[src/rtl/psr_defs.svh]
// Register offsets, field positions and reset values of the peripheral soft reset controller
`ifndef PSR_DEFS_SVH
`define PSR_DEFS_SVH

`define PSR_ADDR_W          16
`define PSR_DATA_W          16
`define PSR_OFS_CYCLE_COUNT 16'h1c04
`define PSR_OFS_GROUP_CTRL  16'h1c05

`define PSR_CYCLE_COUNT_RST 16'h0000
`define PSR_GROUP_CTRL_RST  16'h0000
`define PSR_COUNT_INIT_HINT 16'h0020
`define PSR_GROUP_CTRL_MASK 16'h00bb

`define PSR_BIT_I2C         0
`define PSR_BIT_EXTMEM_TMR  1
`define PSR_BIT_USB         3
`define PSR_BIT_DMA         4
`define PSR_BIT_CARD_AUDIO  5
`define PSR_BIT_AUDIO23_SER 7

`define PSR_ZERO_WORD       16'h0000
`define PSR_ONE_WORD        16'h0001

`define PSR_RESET_RELEASED  1'b1

`endif

[src/rtl/psr_pkg.sv]
// Types shared by the peripheral soft reset controller
package psr_pkg;
    typedef logic [15:0] psr_word_type;
    typedef logic [15:0] psr_addr_type;
endpackage : psr_pkg

[src/rtl/psr_peripheral_soft_reset_ctrl.sv]
// Peripheral soft reset controller: count register, group reset bits, reset outputs
// Behaviour
// 16-bit writable cycle count field
// Counter at zero clears all reset bits
// Software loads count 20h beforehand
// Software programs count, then sets bits
// Set bit drives group reset low
// Bit 7 resets audio 2/3, UART, SPI
// Bit 5 resets card 0, audio 0/1
// Bit 4 resets all DMA controllers
// Bit 3 resets USB controller
// Bit 1 resets external memory, timers
// Bit 0 resets I2C controller
// One means in reset, zero released
// Reserved bits read zero, written zero
// Set bits load counter; restart on reset
`timescale 1ns/1ps
`include "psr_defs.svh"

module psr_peripheral_soft_reset_ctrl (
    input  wire logic                 core_clk,               // System clock, 40 MHz
    input  wire logic                 reset_n,                // Async power-on reset
    input  wire psr_pkg::psr_addr_type regAddr,               // Register address
    input  wire psr_pkg::psr_word_type regWriteData,          // Write data
    input  wire logic                 regWrite,               // Write strobe
    input  wire logic                 regRead,                // Read strobe
    output psr_pkg::psr_word_type     regReadData,            // Read data, cycle after strobe
    output logic                      audio23SerialGroupResetN, // Audio 2/3, UART, SPI reset
    output logic                      cardAudio01GroupResetN, // Card 0, audio 0/1 reset
    output logic                      dmaGroupResetN,         // All DMA controllers reset
    output logic                      usbGroupResetN,         // USB controller reset
    output logic                      extmemTimerGroupResetN, // External memory, timers reset
    output logic                      i2cGroupResetN          // I2C controller reset
);
    import psr_pkg::*;

    // Idle while no group bit is held, counting while any one is
    typedef enum logic {
        PSR_IDLE,
        PSR_COUNTING
    } psr_state_type;

    // Exact match of the word address against one register offset
    function automatic logic addr_hit(
        input psr_addr_type addr,
        input psr_addr_type offset
    );
        return (addr == offset);
    endfunction : addr_hit

    // Keeps only the writable group bits of a control word
    function automatic psr_word_type writable_bits(
        input psr_word_type word
    );
        return word & `PSR_GROUP_CTRL_MASK;
    endfunction : writable_bits

    // True when any bit of a word is set
    function automatic logic any_set(
        input psr_word_type word
    );
        return (word != `PSR_ZERO_WORD);
    endfunction : any_set

    // Active-low line level for one group bit of a control word
    function automatic logic line_level(
        input psr_word_type ctrl,
        input int           bitPos
    );
        return ~ctrl[bitPos];
    endfunction : line_level

    // Register read selection; unmapped offsets return zero
    function automatic psr_word_type read_select(
        input logic         hitCount,
        input logic         hitCtrl,
        input psr_word_type countWord,
        input psr_word_type ctrlWord
    );
        psr_word_type word;
        word = `PSR_ZERO_WORD;
        if (hitCount) begin
            word = countWord;
        end else if (hitCtrl) begin
            word = ctrlWord;
        end
        return word;
    endfunction : read_select

    psr_state_type state_reg;
    psr_state_type state_next;
    psr_word_type  cycleCount_reg;
    psr_word_type  cycleCount_next;
    psr_word_type  groupCtrl_reg;
    psr_word_type  groupCtrl_next;
    psr_word_type  counter_reg;
    psr_word_type  counter_next;
    psr_word_type  readData_next;

    wire logic         selCount;
    wire logic         selCtrl;
    wire logic         wrCount;
    wire logic         wrCtrl;
    wire psr_word_type wrCtrlBits;
    wire logic         startReset;
    wire logic         active;
    wire logic         expire;
    wire psr_word_type counterDown;

    wire logic         audio23Level_next;
    wire logic         cardAudio01Level_next;
    wire logic         dmaLevel_next;
    wire logic         usbLevel_next;
    wire logic         extmemTimerLevel_next;
    wire logic         i2cLevel_next;

    // Address decode
    assign selCount    = addr_hit(regAddr, `PSR_OFS_CYCLE_COUNT);
    assign selCtrl     = addr_hit(regAddr, `PSR_OFS_GROUP_CTRL);
    assign wrCount     = regWrite && selCount;
    assign wrCtrl      = regWrite && selCtrl;

    // Reserved bits are never stored, so they always read back zero
    assign wrCtrlBits  = writable_bits(regWriteData);
    assign startReset  = wrCtrl && any_set(wrCtrlBits);
    assign active      = (state_reg == PSR_COUNTING);

    // Counter expires after the last asserted cycle; a count of zero still gives one cycle
    assign expire      = active && (counter_reg <= `PSR_ONE_WORD);
    assign counterDown = counter_reg - `PSR_ONE_WORD;

    assign cycleCount_next = wrCount ? regWriteData : cycleCount_reg;

    // A write replaces the group bits; writing zero releases them early
    assign groupCtrl_next = wrCtrl ? wrCtrlBits :
                            expire ? `PSR_ZERO_WORD : groupCtrl_reg;

    // Reload on every write that sets a bit, even mid-count
    assign counter_next = startReset ? cycleCount_reg :
                          expire     ? `PSR_ZERO_WORD :
                          active     ? counterDown : counter_reg;

    // Read data is zero outside the cycle after a read strobe
    assign readData_next = regRead ? read_select(selCount, selCtrl,
                                                 cycleCount_reg,
                                                 groupCtrl_reg)
                                   : `PSR_ZERO_WORD;

    // Line levels follow the next control word so each pin flop tracks its bit
    assign audio23Level_next     = line_level(groupCtrl_next, `PSR_BIT_AUDIO23_SER);
    assign cardAudio01Level_next = line_level(groupCtrl_next, `PSR_BIT_CARD_AUDIO);
    assign dmaLevel_next         = line_level(groupCtrl_next, `PSR_BIT_DMA);
    assign usbLevel_next         = line_level(groupCtrl_next, `PSR_BIT_USB);
    assign extmemTimerLevel_next = line_level(groupCtrl_next, `PSR_BIT_EXTMEM_TMR);
    assign i2cLevel_next         = line_level(groupCtrl_next, `PSR_BIT_I2C);

    // Sequencer: tracks whether any group is held in reset
    always_comb begin
        state_next = state_reg;
        case (state_reg)
            PSR_IDLE: begin
                if (startReset) begin
                    state_next = PSR_COUNTING;
                end
            end
            PSR_COUNTING: begin
                if (startReset) begin
                    state_next = PSR_COUNTING;
                end else if (wrCtrl) begin
                    // A write with no writable bit set releases at once
                    state_next = PSR_IDLE;
                end else if (expire) begin
                    state_next = PSR_IDLE;
                end
            end
            default: begin
                state_next = PSR_IDLE;
            end
        endcase
    end

    always_ff @(posedge core_clk or negedge reset_n) begin
        if (!reset_n) begin
            state_reg <= PSR_IDLE;
        end else begin
            state_reg <= state_next;
        end
    end

    always_ff @(posedge core_clk or negedge reset_n) begin
        if (!reset_n) begin
            cycleCount_reg <= `PSR_CYCLE_COUNT_RST;
        end else begin
            cycleCount_reg <= cycleCount_next;
        end
    end

    always_ff @(posedge core_clk or negedge reset_n) begin
        if (!reset_n) begin
            groupCtrl_reg <= `PSR_GROUP_CTRL_RST;
        end else begin
            groupCtrl_reg <= groupCtrl_next;
        end
    end

    always_ff @(posedge core_clk or negedge reset_n) begin
        if (!reset_n) begin
            counter_reg <= `PSR_ZERO_WORD;
        end else begin
            counter_reg <= counter_next;
        end
    end

    always_ff @(posedge core_clk or negedge reset_n) begin
        if (!reset_n) begin
            regReadData <= `PSR_ZERO_WORD;
        end else begin
            regReadData <= readData_next;
        end
    end

    // Each reset line is its own flop, so no decode glitch reaches a peripheral
    always_ff @(posedge core_clk or negedge reset_n) begin
        if (!reset_n) begin
            audio23SerialGroupResetN <= `PSR_RESET_RELEASED;
        end else begin
            audio23SerialGroupResetN <= audio23Level_next;
        end
    end

    always_ff @(posedge core_clk or negedge reset_n) begin
        if (!reset_n) begin
            cardAudio01GroupResetN <= `PSR_RESET_RELEASED;
        end else begin
            cardAudio01GroupResetN <= cardAudio01Level_next;
        end
    end

    always_ff @(posedge core_clk or negedge reset_n) begin
        if (!reset_n) begin
            dmaGroupResetN <= `PSR_RESET_RELEASED;
        end else begin
            dmaGroupResetN <= dmaLevel_next;
        end
    end

    always_ff @(posedge core_clk or negedge reset_n) begin
        if (!reset_n) begin
            usbGroupResetN <= `PSR_RESET_RELEASED;
        end else begin
            usbGroupResetN <= usbLevel_next;
        end
    end

    always_ff @(posedge core_clk or negedge reset_n) begin
        if (!reset_n) begin
            extmemTimerGroupResetN <= `PSR_RESET_RELEASED;
        end else begin
            extmemTimerGroupResetN <= extmemTimerLevel_next;
        end
    end

    always_ff @(posedge core_clk or negedge reset_n) begin
        if (!reset_n) begin
            i2cGroupResetN <= `PSR_RESET_RELEASED;
        end else begin
            i2cGroupResetN <= i2cLevel_next;
        end
    end

endmodule : psr_peripheral_soft_reset_ctrl

[config.mk]
export PLATFORM = sky130hd
export DESIGN_NAME = psr_peripheral_soft_reset_ctrl
export DESIGN_NICKNAME = d
export VERILOG_FILES = /design/src/rtl/psr_pkg.sv /design/src/rtl/psr_peripheral_soft_reset_ctrl.sv
export VERILOG_INCLUDE_DIRS = /design/src /design/src/rtl
export SDC_FILE = /design/constraint.sdc
export NUM_CORES = 1
export LEC_CHECK = 0
export ABC_AREA = 1
export BUFFER_PORTS_ARGS = -buffer_cell sky130_fd_sc_hd__buf_2
export CAP_MARGIN = 20
export CORE_MARGIN = 4
export CORE_UTILIZATION = 29
export CTS_CLUSTER_DIAMETER = 100
export CTS_CLUSTER_SIZE = 30
export DETAILED_ROUTE_END_ITERATION = 6
export GPL_ROUTABILITY_DRIVEN = 0
export PLACE_DENSITY = 0.47
export SYNTH_ARGS = -nofsm -noshare
export SYNTH_HDL_FRONTEND = slang
export SYNTH_SLANG_ARGS = --single-unit
[constraint.sdc]
create_clock -name core_clk -period 3.9 [get_ports core_clk]
set_input_delay 0.195 -clock core_clk [delete_from_list [all_inputs] [get_ports core_clk]]
set_output_delay 0.195 -clock core_clk [all_outputs]
set_load 0.02 [all_outputs]
==> summary.txt <==
STA
  – Post-layout min period: ~1.7 ns
  – Least-Margin Pin Slew: between 0.6 and 0.7 ns
  – Relative slew margins: 0.567
  – PnR worst setup slack: ~2.2 ns
  – Final hold vios: 0
  – FMAX: approximately 0.6 GHz
  – Final setup fails: 0
  – Setup tns final: 0 ns
  – Period utilisation layout: 0.434
  – Slew Viols, Final: 0
  – Final hold slack: between 0.09 and 0.1 ns
  – RSZ-0062 raised after global routing: false
  – Layout Skew: between 0.01 and 0.015 ns

Power and ir drop
  – Reg power frac: 0.528
  – Combinational fraction of design power: 0.077
  – Switch share: 0.241
  – Switching pwr: 291 uW
  – Power per cell area: ~340 nW/um2
  – Leak pwr: 1.82 nW
  – P_int: 920 uW
  – Tot Pwr: 1.21 mW
  – Clock power share: 0.395
  – VDD IR-drop max: about 0.00022 V

Routing
  – Vias: 2,552
  – Initial DRT Pass Iterations: 4
  – DRT iter0 DRCs: ~130
  – Routed wire length: 7.32 mm
  – Drc violations: 0
  – Antenna viol nets, final: 0
  – DR WL/cell: approximately 13 um
  – Drt via density: approximately 4.6

GRT
  – Gr usage total: 0.132
  – Met1 Track Usage GR: 0.187
  – Vias in the first global route: approximately 2,500
  – Initial antenna violation count: 0
  – GRT Residual Overflow: 0
  – Largest net degree at the start of global routing: 40
  – Grt peak-use layer: met2
  – Global-route wire length before repair: 12.5 mm
  – Grt met3 use: 0.0223
  – Grt met2 use: 0.205

Outcome
  – Status: completed

Run
  – Maximum Capacitance Violations: 0

Worst hold path
  – Min-delay worst type: in -> reg

Setup path
  – RR Endpoint: counter_reg[5]$_DFFE_PN0P_
  – Crit path max-delay family: simple AND/OR/NAND/NOR gates
  – Crit-path max FO: 16
  – Crit. End Element: flop
  – WP depth: 9
  – Slowest CP cell: dfrtp_1
  – CP required: between 4 and 5 ns
  – Crit path from: counter_reg[0]$_DFFE_PN0P_
  – Worst Path Arrival: approximately 1.9 ns
  – CP Class: reg -> reg
  – Flop2flop setup slack: between 2 and 2.5 ns
  – Worst setup endpoint: counter_reg[5]$_DFFE_PN0P_
  – Buf/Inv on CP: 2
  – Largest stage delay, worst path: just over 0.4 ns
  – Startpoint types: flop
  – Depth of the worst register-to-register path: 9
  – Worst r2r src: counter_reg[0]$_DFFE_PN0P_
  – Crit-path cells: inv_1 > ha_1 > nor2_1 > nor2_2 > nand3_4 > nand2_4 > inv_4 > nand3b_1 > nand3_1

Synthesis
  – Sequential fraction of the synthesis area: 0.509
  – Post-synth EDFFs: 0
  – Commonest cells in the netlist: nand3_1 (93), nand2_1 (59), dfrtp_1 (55)
  – Seq cells post-synth: 61
  – Synth top area share: 0.457
  – Most frequent cell after synthesis: nand3_1
  – Post-synth cell types: 29
  – Mapped Area: 3010 um2
  – Synthesized instance count: around 360
  – Syn avg cell area: 8.40 um2
  – Share of flip-flops with an asynchronous set or reset: 1.00
  – Post-synth net total: 397
  – Area leader, netlist: dfrtp_1
  – Ys Warns: 0
  – Ys flop type: dfrtp_1
  – Top cells by area, synth: dfrtp_1 (46%), nand3_1 (15%), nand2_1 (7.3%)

Layout
  – Layout cell share with drive strength beyond 1: 0.244
  – Area growth from synthesis to layout: 18.9%
  – Fin nets: 455
  – Diodes inserted: 0
  – Post-route cell area: between 3000 and 4000 um2

Placement
  – IO Port Bufs: 57
  – Placement Setup Slack: between 1.5 and 2 ns
  – Area post-placement: roughly 3400 um2
  – Post-DP HPWL: 5.34 mm

Die
  – Initial core utilization: 0.303
  – DIE AREA: 12,100 um2
  – Die Ht: ~110 um
  – Die Wd: approximately 110 um
  – CORE AREA: 9950 um2
  – Io pins: 58
  – Row count: 36

CTS
  – CTS tree: yes
  – CTS resizes: 0
  – Clk_lat worst skew: about 0.33 ns
  – Num CTS Buffers: 9
  – CTS Root Cell: clkbuf_8
  – CTS max path bufs: 2
  – Sink Count: 61
  – Worst-path clk slew: ~0.07 ns
  – H-Tree Depth: 3
kinds of logic after synthesis:
group,Yosys count,synth area share
adders and majority gates,2,0.00830
xor gates and xnor gates,7,0.0203
DFF,61,0.509
buffers and inverters,55,0.0764
and+or+nand+nor,215,0.347
AOI/OAI and AO/OA,19,0.0390
per-layer routing:
layer | part of all wire | wire [um] | vias to the layer above
met2 | 0.48 | 3490 | 32
met1 | 0.50 | 3640 | 1228
met4 | 0.0064 | 47 | 0
met3 | 0.020 | 143 | 2
met5 | 0 | 0 | -
li1 | - | - | 1290
how the worst min path moves through the flow:
| stage | startpoint | cells past startpoint | to |
|---|---|---|---|
| after floorplan | reset_n | 0 | active$_DFF_PN0_ |
| after CTS | regWriteData[13] | 3 | cycleCount_reg[13]$_DFFE_PN0P_ |
| after global routing | regWriteData[13] | 3 | cycleCount_reg[13]$_DFFE_PN0P_ |
| after global placement | reset_n | 1 | groupCtrl_reg[3]$_DFF_PN0_ |
| final | regWriteData[13] | 3 | cycleCount_reg[13]$_DFFE_PN0P_ |
| after detailed placement | reset_n | 1 | groupCtrl_reg[1]$_DFF_PN0_ |
worst min-delay path, stage by stage:
cell     delay, ns
buf_2         0.08
nand3_1       0.06
nand2_1       0.06
cell type report:
type / instances / area, um2
Clock buffer: 14 / 153
Clock inverter: 2 / 10.0
Fill cell: 1037 / 6370
Inverter: 42 / 161
Multi-Input combinational cell: 243 / 1250
Sequential cell: 61 / 1530
Tap cell: 133 / 166
Timing Repair Buffer: 60 / 310
metrics by stage:
stage,utilization,cells
floorplan,-,359
global placement,0.343,538
detailed placement,0.343,538
CTS,0.360,555
global route,0.360,555
finish,0.360,555
placed cells by master (no fill, tap or decap):
cell type      synthesis  final
xor2_1                 6      6
nor2_2                 4      4
nand3b_1               9      9
o21ai_1                6      6
nand3_1               93     93
o21ai_0                7      7
xnor2_1                1      1
nand2_2                3      3
dfrtp_1               55     55
nor3_1                 1      1
nor2_1                34     34
nand3_2                1      1
dlygate4sd3_1          0      1
nand3_4                1      1
nand4_1                5      5
inv_1                 36     36
dfstp_2                6      6
o21ai_2                6      6
buf_4                  1      2
inv_4                  1      1
nor2_4                 4      4
clkinv_2               1      3
buf_2                  7     57
nand2_1               59     59
clkbuf_8               0     10
inv_2                  4      4
ha_1                   2      2
nand2_4                1      1
clkbuf_1               3      4
power by group through the flow:
stage | combinational, mW | sequential [mW] | clock, mW
floorplan | 0.0516 | 0.650 | 0
global placement | 0.0938 | 0.651 | 0
detailed placement | 0.0948 | 0.651 | 0
CTS | 0.0958 | 0.639 | 0.501
global route | 0.108 | 0.639 | 0.528
finish | 0.0934 | 0.639 | 0.478
what timing repair did:
action	in CTS	in global routing
hold endpoints to repair	16	0
setup endpoints to repair	0	0
hold buffers	1	0
setup buffers	0	0
Note: power is estimated with default switching activity, not from simulation.
